==> config.mk <==
export PLATFORM = sky130hd
export DESIGN_NAME = adc_host
export DESIGN_NICKNAME = d
export VERILOG_FILES = /design/src/shared/adc_host_pkg.sv /design/src/logic/adc_host.sv
export SDC_FILE = /design/constraint.sdc
export NUM_CORES = 1
export LEC_CHECK = 0
export BUFFER_PORTS_ARGS = -buffer_cell sky130_fd_sc_hd__buf_4
export CAP_MARGIN = 20
export CORE_ASPECT_RATIO = 1.4
export CORE_UTILIZATION = 45
export CTS_CLUSTER_SIZE = 12
export DETAILED_ROUTE_END_ITERATION = 7
export GPL_ROUTABILITY_DRIVEN = 0
export HOLD_SLACK_MARGIN = 0.06
export PLACE_DENSITY_LB_ADDON = 0.08
export RECOVER_POWER = 100
export SYNTH_ARGS = -nofsm -noshare
export SYNTH_HDL_FRONTEND = slang
export SYNTH_SLANG_ARGS = --single-unit
==> constraint.sdc <==
create_clock -name clk_sys -period 5.93 [get_ports clk_sys]
set_input_delay 0 -clock clk_sys [delete_from_list [all_inputs] [get_ports clk_sys]]
set_output_delay 0 -clock clk_sys [all_outputs]
set_load 0.005 [all_outputs]
==> src/shared/adc_host_pkg.sv <==
package adc_host_pkg;
	// ---------------------------------------------------------------
	// frame layout
	// ---------------------------------------------------------------
	localparam int FRAME_BITS = 16;
	localparam int LEAD_ZEROS = 3;
	localparam int RESULT_BITS = 10;
	localparam int TAIL_ZEROS = 2;
	localparam int TRACK_EDGE = 13;
	localparam int SHUTDOWN_EDGE = 2;
	localparam int KEEP_EDGE = 10;
	// ---------------------------------------------------------------
	// timing
	// ---------------------------------------------------------------
	localparam int CLK_SYS_NS = 8;
	localparam int ACQ_MIN_NS = 350;
	localparam int ACQ_MIN_CYC = (ACQ_MIN_NS + CLK_SYS_NS - 1) / CLK_SYS_NS;
	localparam int SCLK_HALF_DEF = 8;
	localparam int QUIET_CYC_DEF = 8;

	typedef enum logic [4:0] {
		ST_IDLE = 5'h01,
		ST_LOW = 5'h02,
		ST_HIGH = 5'h04,
		ST_ACQ = 5'h08,
		ST_QUIET = 5'h10
	} state_t;

	typedef struct packed {
		logic [RESULT_BITS-1:0] value;
		logic valid;
		logic dummy;
	} sample_t;
endpackage : adc_host_pkg

==> src/logic/adc_host.sv <==
`timescale 1ns/10ps
`default_nettype none
module adc_host #(
	parameter int SCLK_HALF = adc_host_pkg::SCLK_HALF_DEF,
	parameter int QUIET_CYC = adc_host_pkg::QUIET_CYC_DEF
) (
	input wire logic clk_sys,
	input wire logic rst_n,
	input wire logic start,
	input wire logic stop_early,
	input wire logic serial_result_in,
	output logic select_n,
	output logic sclk,
	output logic busy,
	output adc_host_pkg::sample_t sample
);
	// ---------------------------------------------------------------
	// parameter checks
	// ---------------------------------------------------------------
	// data passes two flops, so a half period under three cycles captures the old bit
	if (SCLK_HALF < 3) begin : g_half_short
		$error("adc_host: sclk half period too short");
	end
	if (SCLK_HALF > 256) begin : g_half_long
		$error("adc_host: sclk half period too long");
	end
	if (QUIET_CYC < 1) begin : g_quiet_short
		$error("adc_host: quiet wait too short");
	end
	if (QUIET_CYC > 255) begin : g_quiet_long
		$error("adc_host: quiet wait too long");
	end

	// ---------------------------------------------------------------
	// counter limits
	// ---------------------------------------------------------------
	localparam logic [7:0] HALF_M1 = 8'(SCLK_HALF - 1);
	localparam logic [8:0] ACQ_CNT = 9'(adc_host_pkg::ACQ_MIN_CYC);
	localparam logic [8:0] QUIET_CNT = 9'(QUIET_CYC);

	// ---------------------------------------------------------------
	// input synchroniser
	// ---------------------------------------------------------------
	logic data_meta;
	logic data_sync;
	always_ff @(posedge clk_sys) begin
		data_meta <= serial_result_in;
		data_sync <= data_meta;
	end

	// ---------------------------------------------------------------
	// frame sequencer
	// ---------------------------------------------------------------
	adc_host_pkg::state_t state;
	logic [7:0] half_cnt;
	logic [4:0] edge_cnt;
	logic [8:0] wait_cnt;
	logic [15:0] shift;
	logic abort_req;
	logic powered;
	logic half_done;
	assign half_done = (half_cnt == HALF_M1);

	// ---------------------------------------------------------------
	// frame point decoding
	// ---------------------------------------------------------------
	// high half after the last capture has completed
	function automatic logic frame_end(input adc_host_pkg::state_t st, input logic hd, input logic clk_hi,
			input logic [4:0] cnt);
		frame_end = (st == adc_host_pkg::ST_ACQ) && hd && clk_hi && (cnt == 5'(adc_host_pkg::FRAME_BITS));
	endfunction : frame_end

	// an early stop has reached its cut point inside the shutdown window
	function automatic logic cut_point(input adc_host_pkg::state_t st, input logic hd, input logic abort,
			input logic [4:0] cnt);
		cut_point = (st == adc_host_pkg::ST_LOW) && hd && abort
			&& (cnt == 5'(adc_host_pkg::SHUTDOWN_EDGE + 1));
	endfunction : cut_point

	always_ff @(posedge clk_sys) begin
		if (!rst_n) begin
			state <= adc_host_pkg::ST_IDLE;
			select_n <= 1'b1;
			sclk <= 1'b1;
			half_cnt <= 8'h00;
			edge_cnt <= 5'h00;
			wait_cnt <= 9'h000;
			busy <= 1'b0;
			abort_req <= 1'b0;
		end else begin
			case (state)
				adc_host_pkg::ST_IDLE: begin
					half_cnt <= 8'h00;
					if (start) begin
						select_n <= 1'b0;
						busy <= 1'b1;
						edge_cnt <= 5'h00;
						abort_req <= stop_early;
						state <= adc_host_pkg::ST_HIGH;
					end
				end
				adc_host_pkg::ST_HIGH: begin
					half_cnt <= half_done ? 8'h00 : half_cnt + 8'h01;
					if (half_done) begin
						sclk <= 1'b0;
						edge_cnt <= edge_cnt + 5'h01;
						state <= adc_host_pkg::ST_LOW;
					end
				end
				adc_host_pkg::ST_LOW: begin
					half_cnt <= half_done ? 8'h00 : half_cnt + 8'h01;
					if (half_done) begin
						sclk <= 1'b1;
						if (cut_point(state, half_done, abort_req, edge_cnt)) begin
							select_n <= 1'b1;
							wait_cnt <= QUIET_CNT;
							state <= adc_host_pkg::ST_QUIET;
						end else if (edge_cnt == 5'(adc_host_pkg::TRACK_EDGE)) begin
							wait_cnt <= ACQ_CNT;
							state <= adc_host_pkg::ST_ACQ;
						end else begin
							state <= adc_host_pkg::ST_HIGH;
						end
					end
				end
				adc_host_pkg::ST_ACQ: begin
					// clock keeps running for bits 14..16, then select rises
					half_cnt <= half_done ? 8'h00 : half_cnt + 8'h01;
					if (wait_cnt != 9'h000) begin
						wait_cnt <= wait_cnt - 9'h001;
					end
					if (half_done) begin
						if (sclk) begin
							if (edge_cnt == 5'(adc_host_pkg::FRAME_BITS)) begin
								select_n <= 1'b1;
								wait_cnt <= (wait_cnt > QUIET_CNT) ? wait_cnt : QUIET_CNT;
								state <= adc_host_pkg::ST_QUIET;
							end else if (wait_cnt == 9'h000 || edge_cnt != 5'(adc_host_pkg::TRACK_EDGE)) begin
								sclk <= 1'b0;
								edge_cnt <= edge_cnt + 5'h01;
							end
						end else begin
							sclk <= 1'b1;
						end
					end
				end
				adc_host_pkg::ST_QUIET: begin
					if (wait_cnt != 9'h000) begin
						wait_cnt <= wait_cnt - 9'h001;
					end else begin
						busy <= 1'b0;
						state <= adc_host_pkg::ST_IDLE;
					end
				end
				default: state <= adc_host_pkg::ST_IDLE;
			endcase
		end
	end

	// ---------------------------------------------------------------
	// receive shifter, sampled on rising clock
	// ---------------------------------------------------------------
	logic rise_tick;
	assign rise_tick = half_done && !sclk && (state == adc_host_pkg::ST_LOW || state == adc_host_pkg::ST_ACQ);

	always_ff @(posedge clk_sys) begin
		if (!rst_n) begin
			shift <= 16'h0000;
		end else if (state == adc_host_pkg::ST_IDLE && start) begin
			shift <= 16'h0000;
		end else if (rise_tick) begin
			shift <= {shift[14:0], data_sync};
		end
	end

	// ---------------------------------------------------------------
	// result and power tracking
	// ---------------------------------------------------------------
	always_ff @(posedge clk_sys) begin
		if (!rst_n) begin
			sample <= '0;
			powered <= 1'b0;
		end else begin
			sample.valid <= 1'b0;
			if (frame_end(state, half_done, sclk, edge_cnt)) begin
				// bits 12..3 of the frame hold the msb-first code, bit 0 is the floating 16th
				sample.value <= shift[adc_host_pkg::RESULT_BITS + adc_host_pkg::TAIL_ZEROS:adc_host_pkg::TAIL_ZEROS + 1];
				sample.valid <= 1'b1;
				sample.dummy <= !powered;
				powered <= 1'b1;
			end else if (cut_point(state, half_done, abort_req, edge_cnt)) begin
				powered <= 1'b0;
			end
		end
	end
endmodule : adc_host
`default_nettype wire

-- Yosys cells after proc, flatten, opt, wreduce, memory -nomap -nowiden
Cells that the tools add are included.
- bitwise gates (word level): 1
- reduce and logical (&&, ||, !) cells: 31
- add/sub/neg operators: 3
- magnitude comparators: 1
- equal/unequal tests: 22
- muxes and demuxes: 48
- operator list (operator ; number):
    $mux 9 ; 8
    $mux 5 ; 14
    $pmux 9 s3 ; 1
    $pmux 5 s5 ; 1
    $reduce_and 7->1 ; 3
    $mux 1 ; 16
    $ne 2x2->1 const B ; 8
    $pmux 8 s2 ; 1
    $pmux 5 s3 ; 1
    $reduce_bool 3->1 ; 4
    $eq 5x2->1 const B ; 2
    $eq 5x4->1 const B ; 2
    $eq 5x5->1 const B ; 2
    $gt 9x4->1 const B ; 1
    $logic_and 1x1->1 ; 9
    $logic_not 9->1 ; 1
    $reduce_bool 9->1 ; 1
    $sub 9x1->9 const B ; 1
    $add 8x1->8 const B ; 1
    $eq 8x3->1 const B ; 1
    $mux 8 ; 1
    $reduce_and 4->1 ; 2
    $pmux 1 s3 ; 2
    $reduce_bool 2->1 ; 3
    other kinds (17) ; 20
- output and inout bits: 15
- bits in registers: 59
- word-level logic and storage cells: 121
- bits of input ports: 5

-- Depth between registers and ports, before layout
Gate-level depths: netlist (run 1).
- depth in word-level cells: 7
- depth in mapped cells: 8
- gate-level depth less buffers: 7

-- Least setup slack after synthesis (run 1)
OpenSTA, ideal clock, no wires.
- path kind: register -> register
- start point: register wait_cnt[0]
- end point: register edge_cnt[2]
- required time: 5809 ps
- path buffers: 0
- data arrival time: 1977 ps
- cell stages (with the launch flop): 8
- period minus slack after synthesis: 2097 ps
- library setup time: 121 ps
- path slack: 3833 ps
- path through: dfxtp_1 > inv_1 > ha_1 > nor3b_1 > and3_1 > o2111ai_1 > a211oi_1 > mux2_2
- word-level cells in the longest chain between the ends: 4
- RTL lines (item ; line ; RTL):
    start, declared ; adc_host.sv:57 ; logic [8:0] wait_cnt;
    start signal, assigned ; adc_host.sv:130 ; wait_cnt <= wait_cnt - 9'h001;
    start signal, assigned ; adc_host.sv:136 ; wait_cnt <= (wait_cnt > QUIET_CNT) ? wait_cnt : QUIET_CNT;
    start signal, assigned ; adc_host.sv:149 ; wait_cnt <= wait_cnt - 9'h001;
    $logic_not 9->1 ; adc_host.sv:138 ; end else if (wait_cnt == 9'h000 || edge_cnt != 5'(adc_host_pkg::TRACK_EDGE)) begin
    $logic_or 1x1->1 ; adc_host.sv:138 ;
    $ne 2x2->1 (no source line) ; - ;
    $reduce_and 7->1 (no source line) ; - ;
    end signal, assigned ; adc_host.sv:106 ; edge_cnt <= edge_cnt + 5'h01;
    end signal, assigned ; adc_host.sv:140 ; edge_cnt <= edge_cnt + 5'h01;
    end, declared ; adc_host.sv:56 ; logic [4:0] edge_cnt;
No other way between the ends.
A chain may end at the register's enable or synchronous reset.

-- Worst setup path after layout (run 1)
- start point: register state[3]
- end point: register wait_cnt[7]
- word-level cells in the longest chain between the ends: 7
- elaborated cells on any way between the ends: 14
- those cells by class: 6 x eq/ne; 3 x mux; 5 x reduce/logical
- RTL lines (item ; line ; RTL):
    start, declared ; adc_host.sv:54 ; adc_host_pkg::state_t state;
    start signal, assigned ; adc_host.sv:82 ; state <= adc_host_pkg::ST_IDLE;
    start signal, assigned ; adc_host.sv:99 ; state <= adc_host_pkg::ST_HIGH;
    start signal, assigned ; adc_host.sv:107 ; state <= adc_host_pkg::ST_LOW;
    $eq 5x2->1 ; adc_host.sv:76, adc_host.sv:91 ;
    $logic_and 1x1->1 (2 in a row) ; adc_host.sv:76 ; cut_point = (st == adc_host_pkg::ST_LOW) && hd && abort
    $logic_and 1x1->1 ; adc_host.sv:77 ; && (cnt == 5'(adc_host_pkg::SHUTDOWN_EDGE + 1));
    $mux 9 ; adc_host.sv:114 ; if (cut_point(state, half_done, abort_req, edge_cnt)) begin
    $mux 9 ; adc_host.sv:112 ; if (half_done) begin
    $pmux 9 s3 ; adc_host.sv:91 ; case (state)
Parallel ways exist; a longest one is shown, timed or not. The select of a mux whose other input is x is not followed.

==> results of run 1 <==
cell usage after synthesis (3+ instances only):
library cell / count
sky130_fd_sc_hd__mux2_2: 3
sky130_fd_sc_hd__buf_6: 3
sky130_fd_sc_hd__nand3_1: 12
sky130_fd_sc_hd__nand2b_1: 3
sky130_fd_sc_hd__a211oi_1: 10
sky130_fd_sc_hd__nand2_1: 23
sky130_fd_sc_hd__o211ai_1: 5
sky130_fd_sc_hd__o21ai_0: 15
sky130_fd_sc_hd__ha_1: 5
sky130_fd_sc_hd__dfxtp_1: 59
sky130_fd_sc_hd__a21oi_1: 13
sky130_fd_sc_hd__a31oi_1: 4
sky130_fd_sc_hd__inv_1: 11
sky130_fd_sc_hd__buf_2: 4
sky130_fd_sc_hd__nand4_1: 3
sky130_fd_sc_hd__nor3_1: 7
sky130_fd_sc_hd__o2bb2ai_1: 4
sky130_fd_sc_hd__mux2i_1: 25
sky130_fd_sc_hd__clkbuf_1: 8
sky130_fd_sc_hd__o21a_1: 4
sky130_fd_sc_hd__or3_1: 8
sky130_fd_sc_hd__nor2_1: 46
sky130_fd_sc_hd__o32ai_1: 3
critical path, delay by kind of cell, from the launching register on:
kind | cells | cell delay, ns
AO/OA/AOI/OAI | 2 | 1.23
AND/OR/NAND/NOR | 3 | 1.37
flip-flops | 1 | 0.51
per-layer routing:
| layer | track usage (%) | part of all wire, % | routed length, um | up-vias |
|---|---|---|---|---|
| met5 | 0 | 0 | 0 | - |
| met4 | 11.4 | 1.7 | 119 | 0 |
| met3 | 4.91 | 5.4 | 368 | 10 |
| met2 | 34.5 | 50 | 3420 | 71 |
| met1 | 25.4 | 43 | 2930 | 1177 |
| li1 | - | - | - | 1294 |
sequential cells by signal (all words and copies together), names as in the netlist:
signal     flops
shift         13
wait_cnt       9
busy           1
sclk           1
select_n       1
abort_req      1
powered        1
edge_cnt       5
data_meta      1
state          5
sample        12
data_sync      1
half_cnt       8
area by class of cell:
type	instances	share of cell area, %
clock buffer	9	3.63
clock inverter	7	2.97
inverter	12	1.32
multi-input combinational	249	48.6
sequential	59	34.7
tap	72	2.64
timing repair buffer	28	6.13
kinds of logic (layout without fill, tap and decap cells):
kind of cell             Yosys count  after routing
adder cells (fa/ha/maj)            5              5
buffers and inverters             30             56
XOR/XNOR                           2              2
AO/OA/AOI/OAI                     82             82
AND/OR/NAND/NOR                  132            132
flip-flops                        59             59
multiplexers                      28             28
power by group through the flow:
stage / Combinational [mW] / Clock [mW] / Sequential (mW)
3_5_place_dp: 0.230 / 0 / 0.460
6_report: 0.226 / 0.411 / 0.451
4_1_cts: 0.233 / 0.423 / 0.451
2_1_floorplan: 0.180 / 0 / 0.444
5_1_grt: 0.256 / 0.440 / 0.456
3_3_place_gp: 0.229 / 0 / 0.458
metrics by stage:
stage | cell area [um2] | instances
after floorplan | 3000 | 338
after CTS | 3430 | 435
after detailed placement | 3160 | 415
after global placement | 3160 | 415
after global routing | 3410 | 436
final | 3410 | 436
path summary, 6_finish.rpt:
| kind | end | slack (ns) | cells after the start |
|---|---|---|---|
| setup reg to reg | wait_cnt[7] | 2.75 | 5 |
| hold / removal | data_sync | 0.34 | 0 |
| hold reg to reg | data_sync | 0.34 | 0 |
| setup / recovery | wait_cnt[7] | 2.75 | 5 |
timing repair:
action | in CTS | in global routing
endpoints found under the hold margin | 17 | 0
setup endpoints to repair | 0 | 0
hold buffers | 4 | 0
placed cells by master (no fill, tap or decap), types with 4 or more instances in the layout:
| cell type | synthesis | final |
|---|---|---|
| sky130_fd_sc_hd__dfxtp_1 | 59 | 59 |
| sky130_fd_sc_hd__inv_1 | 11 | 11 |
| sky130_fd_sc_hd__o211ai_1 | 5 | 5 |
| sky130_fd_sc_hd__dlygate4sd3_1 | 0 | 4 |
| sky130_fd_sc_hd__nand3_1 | 12 | 12 |
| sky130_fd_sc_hd__o21ai_0 | 15 | 17 |
| sky130_fd_sc_hd__a31oi_1 | 4 | 4 |
| sky130_fd_sc_hd__clkbuf_8 | 0 | 9 |
| sky130_fd_sc_hd__ha_1 | 5 | 5 |
| sky130_fd_sc_hd__a21oi_1 | 13 | 13 |
| sky130_fd_sc_hd__a211oi_1 | 10 | 10 |
| sky130_fd_sc_hd__or3_1 | 8 | 8 |
| sky130_fd_sc_hd__nor2_1 | 46 | 46 |
| sky130_fd_sc_hd__buf_4 | 2 | 6 |
| sky130_fd_sc_hd__nor3_1 | 7 | 7 |
| sky130_fd_sc_hd__o21a_1 | 4 | 4 |
| sky130_fd_sc_hd__mux2i_1 | 25 | 25 |
| sky130_fd_sc_hd__clkbuf_4 | 0 | 15 |
| sky130_fd_sc_hd__nand2_1 | 23 | 23 |
| sky130_fd_sc_hd__o2bb2ai_1 | 4 | 4 |
==> results.md, run 1 <==
Run status:
- The run finished, with violations left.
- The checks that failed: DRC.

Yosys:
- The share of the Yosys chip area taken by registers is between 30% and 40%.
- Of the total synthesized cell area, the portion taken by full adders, half adders and majority gates is 2.09%.
- The cell area that synthesis handed to floorplanning was around 3000 um2.
- The simple-gate share of the synthesized area is about a quarter.
- The dominant combinational cell family by area after synthesis is simple AND/OR/NAND/NOR gates.
- The number of enable flip-flop cells after synthesis is 0.
- Synthesis instantiated between 60 and 70 different standard cells from the library.
- The compound-cell area share of the yosys netlist is between 20% and 30%.
- The share of Yosys cell area claimed by the top area cell type is 39.4%.
- Among all flip-flop cells after synthesis, the most frequent one is sky130_fd_sc_hd__dfxtp_1.
- The synthesized netlist devotes less than 1% of its cell area to XOR and XNOR gates.
- Sorting the synthesized cells by area gives the leading types as sky130_fd_sc_hd__dfxtp_1 39%, sky130_fd_sc_hd__mux2i_1 8.3%, sky130_fd_sc_hd__nor2_1 5.8%.
- The largest area contributor in the netlist is sky130_fd_sc_hd__dfxtp_1.
- For this run, asynchronously set or reset flops after synthesis account for 0%.
- The total number of yosys warnings is 0.
- The net count after synthesis is around 350.
- The number of flip-flops and latches in the synthesized netlist is 59.
- Counting every instance in the synthesized netlist gives approximately 340.
- The portion of netlist area occupied by mux cells is 9.47%.
- The per-instance average area after synthesis is just under 9 um2.

Setup path:
- Along the worst path, the maximum fanout reaches 12.
- The slowest stage of the critical path is the sky130_fd_sc_hd__o21ai_0 cell.
- The worst setup path is launched from a register.
- The critical path in this run is classified as reg2reg.
- The largest single stage delay on the critical path is around 1.1 ns.
- The worst register-to-register path begins at state[3].
- The critical path goes through or4b_1 > or2_0 > o21ai_0 > or3b_1 > a31oi_1.
- The worst path required time is around 6.2 ns.
- Tracing the worst setup path back leads to its startpoint at state[3].
- STA classifies the critical path endpoint as a register.
- The arrival time of data at the critical path endpoint is 3.45 ns.

Routing:
- In this run the remaining antenna-violating nets after routing total 0.
- The number of detailed-routing iterations run before antenna repair is 7.
- For this block, the routed nets add up to just under 7000 um of wire.
- The detailed-route wire length per cell is between 15 and 20 um.
- The detailed router placed roughly 2600 vias in this run.
- The first routing iteration left approximately 160 violations.
- Dividing the detail-routed via count by the number of cells gives around 5.9.
- In the routed design, unresolved DRC markers number 3.

Clock tree:
- The clock latency at the later pin of the worst-skew pair is 0.34 ns.
- The number of setup buffers added after CTS is 0.
- The maximum count of clock buffers along a single path is 2.
- The tree built by TritonCTS fans out to a little under 60 sinks.
- The tree is rooted in a sky130_fd_sc_hd__clkbuf_8.
- TritonCTS built the clock tree.
- The H-tree generated during clock tree synthesis spans 3 levels.
- The post-cts gate resize count is 0.
- The total CTS buffers is 9.
- Clock-pin slew was measured on the worst setup and hold paths at 0.08 ns.

Floorplanning:
- The width of the chip is 71.0 um.
- The number of placement rows is 34.
- Once the floorplan was initialized, standard cells occupied 47.3% of the core.
- The die is 98.6 um tall.
- Pin placement for this block handled 20 I/O pins.
- The floorplan die area is 7000 um2.
- After floorplanning, the core was sized to cover between 6000 and 7000 um2.

STA:
- The worst setup skew after layout is 0.0103 ns.
- The relative slew slack is roughly an eighth.
- Setup violations remaining at the end of the flow were counted as 0.
- The slew at the pin closest to its max-slew limit is between 1 and 1.5 ns.
- The max-slew violation total from the final report is 0.
- The setup slack of the critical path after layout is around 2.7 ns.
- The achievable frequency is 314 MHz.
- Hold is met by 0.345 ns.
- The share of the clock period used by the worst path after layout is 53.7%.
- Setup repair after global routing left no endpoint under its margin.
- In the final timing run, aggregate negative setup slack is 0 ns.
- The hold violation total from the final report is 0.
- The worst path needs about 3.2 ns of the cycle, external delays included.

Power and ir drop:
- Net switching is 31.3% of the power.
- The total power is 1.09 mW.
- The internal power is ~0.75 mW.
- The power density normalized to cell area is around 320 nW/um2.
- The share of total power dissipated in the clock network is roughly 38%.
- The combinational cell fraction of total power is 20.8%.
- In this run the static leakage power is 1.30 nW.
- The sequential cell fraction of total power is roughly 41%.
- The net switching power is roughly 0.34 mW.
- VDD sags by at most between 0.2 and 0.25 mV.

Global routing:
- Global routing finished with a remaining overflow of 0.
- Entering global routing, the biggest net connects 28 pins.
- Global routing used between 20% and 30% of the available tracks across all layers.
- The initial antenna violation count was 0.
- The number of global-route vias before repair is about 2400.
- The first global-routing pass estimated about 11000 um of wire.

Hold path:
- The startpoint identified for the worst hold timing path is data_meta.
- The class of the most critical hold timing path is reg2reg.

Final layout:
- The layout overhead on the synthesized area is 13.6%.
- Of the cells placed in the final design, the portion with a size suffix greater than 1 is 14.3%.
- The final core utilization is between 50% and 60%.
- The sequential cell area in the final layout is 1180 um2.
- In the final layout, the multi-input gates occupy 1660 um2.
- The fill cell total of the finished layout is 590.
- The diode insertion count for antenna repair is 0.
- After the last flow step, the layout net total stands at between 300 and 400.

Run:
- Max-cap violations in this run came to 0.

Placement:
- Once detailed placement completed, the half-perimeter wirelength came to 4730 um.
- The number of buffers added on ports is 19.
- Timing analysis after detailed placement gives a worst setup slack of 3.11 ns.
No activity file was read; power rests on OpenSTA's default activity.
==> inputs of run 2 (changes only) <==
--- a/config.mk
+++ b/config.mk
@@ -5,6 +5,7 @@
 export SDC_FILE = /design/constraint.sdc
 export NUM_CORES = 1
 export LEC_CHECK = 0
+export ABC_AREA = 1
 export BUFFER_PORTS_ARGS = -buffer_cell sky130_fd_sc_hd__buf_4
 export CAP_MARGIN = 20
 export CORE_ASPECT_RATIO = 1.4
==> constraint.sdc (replaced) <==
create_clock -name clk_sys -period 2.8 [get_ports clk_sys]
set_input_delay 0 -clock clk_sys [delete_from_list [all_inputs] [get_ports clk_sys]]
set_output_delay 0 -clock clk_sys [all_outputs]
set_load 0.005 [all_outputs]
==> results.md, run 2 <==
Setup path:
- The worst setup path is captured at a register.
- The worst path required time is 3.08 ns (-3.12 ns).
- The arrival time of data at the critical path endpoint is 2.59 ns (-0.86 ns).
- The critical register-to-register path endpoint is state[0].
- The maximum fanout encountered on the critical timing path came to 7 (-5).
- The number of cell instances on the worst register-to-register path came to 11 (+6).
- The category of the critical setup timing path is reg2reg.
- The startpoint of the worst-slack reg-to-reg timing path is wait_cnt[0].
- The internal reg-to-reg setup slack is 0.49 ns (-2.25 ns).
- STA classifies the critical path startpoint as a register.

Run:
- The number of max-capacitance violations reported is 0 (unchanged).

Yosys:
- The per-instance average area after synthesis is 7.38 um2 (-17%).
- The most common cell in the netlist is sky130_fd_sc_hd__dfxtp_1.
- The number of distinct library cells after synthesis is 32 (-54%).
- After synthesis, the cell types taking the most area are sky130_fd_sc_hd__dfxtp_1 41%, sky130_fd_sc_hd__a21oi_1 8.9%, sky130_fd_sc_hd__nand2_1 7.6%.
- Summed over all instances, the cell type with the most area after synthesis is sky130_fd_sc_hd__dfxtp_1.
- The number of flip-flops and latches in the synthesized netlist was 59 (unchanged).
- The total number of yosys warnings is 0 (unchanged).
- The predominant post-synthesis flop cell is sky130_fd_sc_hd__dfxtp_1.
- The cell count after synthesis is 388 (+15%).
- The register area share after synthesis is 41.2% (+1.9 points).
- The number of enable flip-flop cells after synthesis is 0 (unchanged).
- Counting instances in the post-synthesis netlist gives the leading cell types as 59 x sky130_fd_sc_hd__dfxtp_1, 58 x sky130_fd_sc_hd__nand2_1, 52 x sky130_fd_sc_hd__inv_1.
- The share of Yosys cell area claimed by the top area cell type came to 41.2% (+1.9 points).
- The net count after synthesis is 398 (+14%).
- The proportion of synthesized flip-flops having asynchronous set or reset is 0% (unchanged).
- The synthesized cell area is 2870 um2 (-4.5%).

STA:
- The post-layout minimum cycle time is 2.31 ns (-0.877 ns).
- Setup repair after global routing left no endpoint under its margin.
- The setup TNS is 0 ns (unchanged).
- The achievable frequency is 433 MHz (+38%).
- The worst hold-check slack is 0.107 ns (-0.238 ns).
- The relative slew slack came to 51.4% (+38 points).
- The share of the clock period used by the worst path after layout came to 82.4% (+29 points).
- The worst setup skew after layout is 0.00979 ns (-0.000521 ns).
- The max-slew violation total from the final report is 0 (unchanged).
- The number of setup violations in the final report is 0 (unchanged).
- The slew at the pin closest to its max-slew limit is 0.727 ns (-0.560 ns).
- The hold violation total from the final report is 0 (unchanged).

Power and ir drop:
- The worst supply voltage drop on vdd is 0.512 mV (+150%).
- The net switching power is 0.673 mW (+97%).
- The leakage dissipation was 1.37 nW (+5.5%).
- The combinational cell fraction of total power came to 18.8% (-2.0 points).
- The sequential cell fraction of total power is 39.3% (-2.1 points).
- The power share of the clock group came to 41.9% (+4.1 points).
- The internal power came to 1.64 mW (+120%).
- The net switching fraction of the power came to 29.1% (-2.2 points).
- The power density normalized to cell area was 703 nW/um2 (+120%).
- The total power is 2.31 mW (+110%).

Floorplanning:
- The die span in y is 96.4 um (-2.2%).
- The width of the chip is 69.4 um (-2.2%).
- The number of placement rows is 34 (unchanged).
- The area of the core came to 6170 um2 (-2.7%).
- The count of pins on the block boundary is 20 (unchanged).
- The floorplan die area is 6700 um2 (-4.4%).
- The initial cell density of the core was 46.5% (-0.88 points).

Clock tree:
- The clock net sink count came to 59 (unchanged).
- The clock latency at the later pin of the worst-skew pair was 0.33 ns (about the same).
- The total CTS buffers is 9 (unchanged).
- The maximum count of clock buffers along a single path is 2 (unchanged).
- The clock transition time at the flip-flop clock pins of the worst setup and hold paths is 0.07 ns (about the same).
- The H-tree level count was 3 (unchanged).
- Clock tree synthesis selected as its root buffer the cell sky130_fd_sc_hd__clkbuf_8.
- The number of setup buffers added after CTS is 0 (unchanged).
- The TritonCTS clock tree is yes.

Final layout:
- Counting flops per register, the top entry is shift.
- The final core utilization came to 53.3% (-0.46 points).
- The top cell types in the final layout, fill and taps aside, are 61 x sky130_fd_sc_hd__nand2_1, 59 x sky130_fd_sc_hd__dfxtp_1, 54 x sky130_fd_sc_hd__inv_1, 51 x sky130_fd_sc_hd__a21oi_1, 34 x sky130_fd_sc_hd__o21ai_0.
- The total number of nets in the final design is 424 (+15%).
- The diode insertion count for antenna repair is 0 (unchanged).
- In the final layout, the registers with the most flip-flops are shift (13), sample (12), wait_cnt (9).
- The non-filler instance count after layout is 491 (+13%).
- The fraction of layout instances using a drive strength above 1 was 15.0% (+0.75 points).
- The number of flip-flops in the largest register is 13 (unchanged).
- Relative to the synthesized area, the layout overhead comes to 14.8%.
- The fill cell total of the finished layout was 602 (+2.0%).
- The most common library cell in the layout ignoring fill and taps is sky130_fd_sc_hd__nand2_1.

Placement:
- The number of buffers added on ports was 19 (unchanged).
- The post-placement cell count was 470 (+13%).
- The detailed placer's ending HPWL is 4400 um (-7.1%).

Global routing:
- The initial antenna violation count is 0 (unchanged).
- The global-route wire length before repair is 10800 um (-5.9%).
- The largest net degree at the start of global routing was 27 (-3.6%).
- The total global routing track utilization is 20.2% (-0.82 points).
- The global route total overflow came to 0 (unchanged).
- The number of global-route vias before repair is 2399 (+0.042%).

Run status:
- The flow ran to the end, and the final reports show no timing, DRC or antenna violations.

Routing:
- The detailed-route wire length per cell is 12.6 um (-19%).
- The vias per cell was 5.10 (-13%).
- The total wire length after detailed routing is 6200 um (-9.2%).
- The DRC violation total after the first TritonRoute iteration is 144 (-11%).
- The count of antenna-violating nets left after detailed routing is 0 (unchanged).
- The number of detailed-routing iterations run before antenna repair is 5 (-2).
- The routed via count is 2502 (-2.0%).
- The number of remaining DRC errors is 0 (-3).

Hold path:
- The class of the most critical hold timing path is in2reg.
- The end point of the worst hold path is busy.
- The critical hold path startpoint is start.
- The worst hold path depth came to 5 (+5).
run 2: cell types whose count changed after synthesis, moves of 6 or more:
cell                       change
sky130_fd_sc_hd__a211oi_1     -10
sky130_fd_sc_hd__a21oi_1      +38
sky130_fd_sc_hd__inv_1        +41
sky130_fd_sc_hd__inv_2         +6
sky130_fd_sc_hd__mux2i_1      -25
sky130_fd_sc_hd__nand2_1      +35
sky130_fd_sc_hd__nand2_2       +7
sky130_fd_sc_hd__nand3_1      +17
sky130_fd_sc_hd__nand3_2       +6
sky130_fd_sc_hd__nor2_1       -19
sky130_fd_sc_hd__nor2_2       +11
sky130_fd_sc_hd__o21ai_0      +14
sky130_fd_sc_hd__o21ai_1       +8
sky130_fd_sc_hd__or3_1         -8
run 2: area by class of cell:
| class | count | area (um2) | area share, % |
|---|---|---|---|
| Sequential cell | 59 | 1180 | 35.9 |
| Multi-Input combinational cell | 261 | 1350 | 41.1 |
| Inverter | 59 | 223 | 6.77 |
| Tap cell | 72 | 90.1 | 2.74 |
| Clock inverter | 6 | 111 | 3.39 |
| Timing Repair Buffer | 24 | 193 | 5.86 |
| Clock buffer | 10 | 138 | 4.19 |
run 2: worst max-delay path: stages (launching register included):
cell and delay, ns:
sky130_fd_sc_hd__dfxtp_1 0.32, sky130_fd_sc_hd__inv_1 0.07, sky130_fd_sc_hd__ha_1 0.20, sky130_fd_sc_hd__nand3_1 0.15, sky130_fd_sc_hd__nor2_1 0.17, sky130_fd_sc_hd__nand2_1 0.19
sky130_fd_sc_hd__nand2_1 0.18, sky130_fd_sc_hd__nand2_1 0.11, sky130_fd_sc_hd__nor2_4 0.16, sky130_fd_sc_hd__nand2_1 0.08, sky130_fd_sc_hd__nand3_1 0.09, sky130_fd_sc_hd__dlygate4sd3_1 0.54
run 2: metal layers:
metal,part of all wire (%),vias to the layer above,GRT usage [%]
li1,-,1323,-
met2,50,35,36.0
met5,0,-,0
met1,45,1131,23.6
met4,2.0,0,10.7
met3,2.9,13,3.11
run 2: stage by stage:
stage / area [um2] / worst slack (ns)
4_1_cts: 3340 / 0.584
5_1_grt: 3290 / 0.238
2_1_floorplan: 2870 / 1.23
3_3_place_gp: 3040 / 0.917
6_report: 3290 / 0.493
3_5_place_dp: 3040 / 0.914
run 2: kinds of logic after synthesis:
group           Yosys count  synth area share, %
buf+inv                  68                 9.69
fa+ha+maj                 5                 2.18
simple gates            156                 27.8
compound gates           95                 17.6
flops                    59                 41.2
xor+xnor                  5                 1.53
run 2: worst max path at each step:
stage | startpoint | end | slack, ns | depth (start not counted)
detailed placement | half_cnt[0] | sample[5] | 0.91 | 7
CTS | wait_cnt[0] | state[0] | 0.58 | 11
floorplan | half_cnt[0] | edge_cnt[1] | 1.23 | 10
global route | half_cnt[0] | edge_cnt[0] | 0.24 | 8
global placement | half_cnt[0] | sample[6] | 0.92 | 7
finish | wait_cnt[0] | state[0] | 0.49 | 11
run 2: repair_timing:
action	in CTS	in global routing
resized for setup	0	0
hold endpoints to repair	12	0
hold buffers	5	0
run 2: power groups by stage:
stage	combinational [mW]	clock, mW	sequential [mW]
finish	0.434	0.968	0.909
floorplan	0.345	0	0.924
global route	0.499	1.02	0.916
detailed placement	0.446	0	0.929
CTS	0.462	0.983	0.910
global placement	0.443	0	0.928
==> inputs of run 3 (changes only) <==
--- a/config.mk
+++ b/config.mk
@@ -5,7 +5,7 @@
 export SDC_FILE = /design/constraint.sdc
 export NUM_CORES = 1
 export LEC_CHECK = 0
-export ABC_AREA = 1
+export ABC_AREA = 0
 export BUFFER_PORTS_ARGS = -buffer_cell sky130_fd_sc_hd__buf_4
 export CAP_MARGIN = 20
 export CORE_ASPECT_RATIO = 1.4
==> constraint.sdc (replaced) <==
create_clock -name clk_sys -period 1.9 [get_ports clk_sys]
set_input_delay 0 -clock clk_sys [delete_from_list [all_inputs] [get_ports clk_sys]]
set_output_delay 0 -clock clk_sys [all_outputs]
set_load 0.005 [all_outputs]
==> results.md, run 3 (synthesis results as in run 1) <==
Global routing:
- The largest net degree at the start of global routing is 27 (unchanged).
- The global route total overflow is 0 (unchanged).
- The global-route met3 utilization is 5.62% (+2.5 points).
- The met1 capacity usage during global routing was 28.3% (+4.7 points).
- The total global routing track utilization was 25.4% (+5.2 points).
- The met2 global-route usage is 44.9% (+8.9 points).
- The global routing stage identified its most utilized layer as met2.
- The global-route wire length before repair is 13800 um (+28%).
- The number of global-route vias before repair was 2965 (+24%).
- The initial antenna violation count is 0 (unchanged).

Setup path:
- The startpoint identified for the worst register-to-register timing path is state[1].
- The worst setup path is of the reg2reg kind.
- The nature of the critical path startpoint is a register.
- The worst path required time is 2.16 ns (-0.92 ns).
- The arrival time of data at the critical path endpoint came to 2.33 ns (-0.26 ns).
- The internal reg-to-reg setup slack is -0.17 ns (-0.66 ns).
- STA classifies the critical path endpoint as a register.
- The number of cell instances on the worst register-to-register path was 5 (-6).
- The maximum fanout encountered on the critical timing path is 5 (-2).
- The endpoint identified for the worst register-to-register timing path is wait_cnt[7].

Placement:
- The number of buffers added on ports is 19 (unchanged).
- The detailed placer's ending HPWL was 5760 um (+31%).

STA:
- The hold violation total from the final report was 0 (unchanged).
- Setup repair after global routing could not meet its margin everywhere.
- The worst setup skew after layout came to 0.0111 ns (+0.00132 ns).
- The slew at the pin closest to its max-slew limit is 0.482 ns (-0.245 ns).
- The post-layout minimum cycle time was 2.07 ns (-0.238 ns).
- The setup TNS is -1.09 ns (-1.09 ns).
- The share of the clock period used by the worst path after layout was 109% (+27 points).
- The number of setup violations in the final report is 29 (+29).
- The max-slew violation total from the final report is 0 (unchanged).
- The relative slew slack is 67.7% (+16 points).
- The setup slack of the critical path after layout is -0.170 ns (-0.662 ns).
- The achievable frequency was 483 MHz (+11%).

Routing:
- The count of antenna-violating nets left after detailed routing was 0 (unchanged).
- The number of remaining DRC errors is 3 (+3).
- The DRC violation total after the first TritonRoute iteration is 173 (+20%).
- The detailed-route wire length per cell is 17.4 um (+38%).
- The number of detailed-routing iterations run before antenna repair was 7 (+2).
- The vias per cell is 5.89 (+16%).
- The total wire length after detailed routing is 9210 um (+49%).
- The routed via count was 3117 (+25%).

Clock tree:
- TritonCTS built the clock tree.
- The total CTS buffers is 9 (unchanged).
- The H-tree level count is 3 (unchanged).
- The clock latency at the later pin of the worst-skew pair came to 0.35 ns (+0.02 ns).
- The clock transition time at the flip-flop clock pins of the worst setup and hold paths is 0.07 ns (about the same).
- The clock root buffer is sky130_fd_sc_hd__clkbuf_8.
- The clock net sink count is 59 (unchanged).
- The maximum count of clock buffers along a single path is 2 (unchanged).

Run status:
- The checks that failed: DRC, setup timing.
- The run finished, with violations left.

Final layout:
- The diode insertion count for antenna repair is 0 (unchanged).
- The final core utilization is 71.9% (+19 points).
- The largest registers in the layout are shift (13), sample (12), wait_cnt (9).
- The register with the most flip-flops is shift.
- In the layout the commonest cells are 76 x sky130_fd_sc_hd__buf_4, 48 x sky130_fd_sc_hd__dfxtp_1, 39 x sky130_fd_sc_hd__nor2_1, 25 x sky130_fd_sc_hd__mux2i_1, 23 x sky130_fd_sc_hd__buf_6.
- From synthesis to final layout, the design area changed by 51.9%.
- The most common library cell in the layout ignoring fill and taps is sky130_fd_sc_hd__buf_4.
- The fraction of layout instances using a drive strength above 1 is 47.0% (+32 points).
- The total number of nets in the final design is 462 (+9.0%).
- The number of flip-flops in the largest register is 13 (unchanged).

Floorplanning:
- The floorplan die area is 7000 um2 (+4.6%).
- The area of the core is 6340 um2 (+2.8%).
- The width of the chip is 71.0 um (+2.3%).
- The count of pins on the block boundary came to 20 (unchanged).
- The number of placement rows came to 34 (unchanged).
- The initial cell density of the core is 47.3% (+0.88 points).
- The die span in y is 98.6 um (+2.3%).

Run:
- The number of max-capacitance violations reported is 0 (unchanged).

Hold path:
- The class of the most critical hold timing path is in2reg.
- The worst hold path depth is 3 (-2).
- The startpoint identified for the worst hold timing path is start.
- The end point of the worst hold path is state[0].

Power and ir drop:
- The power density normalized to cell area is 852 nW/um2 (+21%).
- The total power is 3.88 mW (+68%).
- The leakage dissipation is 1.87 nW (+36%).
- The worst supply voltage drop on vdd is 0.610 mV (+19%).
## run 3: through the flow
| stage | cells | setup WS [ns] | hold WS, ns | area (um2) |
|---|---|---|---|---|
| 3_5_place_dp | 485 | -0.234 | 0.107 | 3700 |
| 5_1_grt | 529 | -0.208 | 0.0990 | 4560 |
| 6_report | 529 | -0.170 | 0.0913 | 4560 |
| 4_1_cts | 516 | -0.0740 | 0.0667 | 4160 |
| 2_1_floorplan | 338 | -0.123 | 0.0277 | 3010 |
| 3_3_place_gp | 485 | -0.245 | 0.106 | 3700 |
## run 3: what timing repair did
action | in CTS | in global routing
cloned | 2 | 2
hold endpoints to repair | 17 | 0
setup endpoints to repair | 50 | 50
pin swaps | 23 | 27
gates resized for setup | 46 | 76
hold buffers | 3 | 0
setup buffers | 11 | 11
## run 3: area by class of cell
cell class | count | area, um2
repair buffers | 121 | 1000
well taps | 72 | 90.1
clock inverters | 7 | 56.3
multi-input cells | 249 | 2040
inverters | 12 | 45.0
clock buffers | 9 | 124
fillers | 477 | 1780
flip-flops and latches | 59 | 1200
## run 3: power by group
part	total, mW	internal (mW)	switching (mW)
clock network	1.06	0.490	0.574
logic	1.43	0.711	0.716
registers	1.39	1.32	0.0671
## run 3: worst max-delay path by stage
stage                        start           to  slack, ns  cells after the start
final                     state[1]  wait_cnt[7]      -0.17                      5
after global routing      state[1]  wait_cnt[7]      -0.21                      5
after CTS                 state[3]  half_cnt[3]      -0.07                      7
after detailed placement  state[2]  wait_cnt[7]      -0.23                      5
after global placement    state[2]  wait_cnt[7]      -0.25                      5
after floorplan           state[2]  half_cnt[7]      -0.12                      6
## run 3: routing by layer
layer | up-vias | wire [um]
li1 | 1478 | -
met1 | 1506 | 3700
met2 | 96 | 4800
met3 | 37 | 326
met4 | 0 | 390
met5 | - | 0
## run 3: critical path: stages (launching register included)
cell	delay, ns
sky130_fd_sc_hd__dfxtp_2	0.32
sky130_fd_sc_hd__or4b_4	0.54
sky130_fd_sc_hd__or2_4	0.32
sky130_fd_sc_hd__o21ai_4	0.22
sky130_fd_sc_hd__or3b_1	0.40
sky130_fd_sc_hd__a31oi_1	0.18
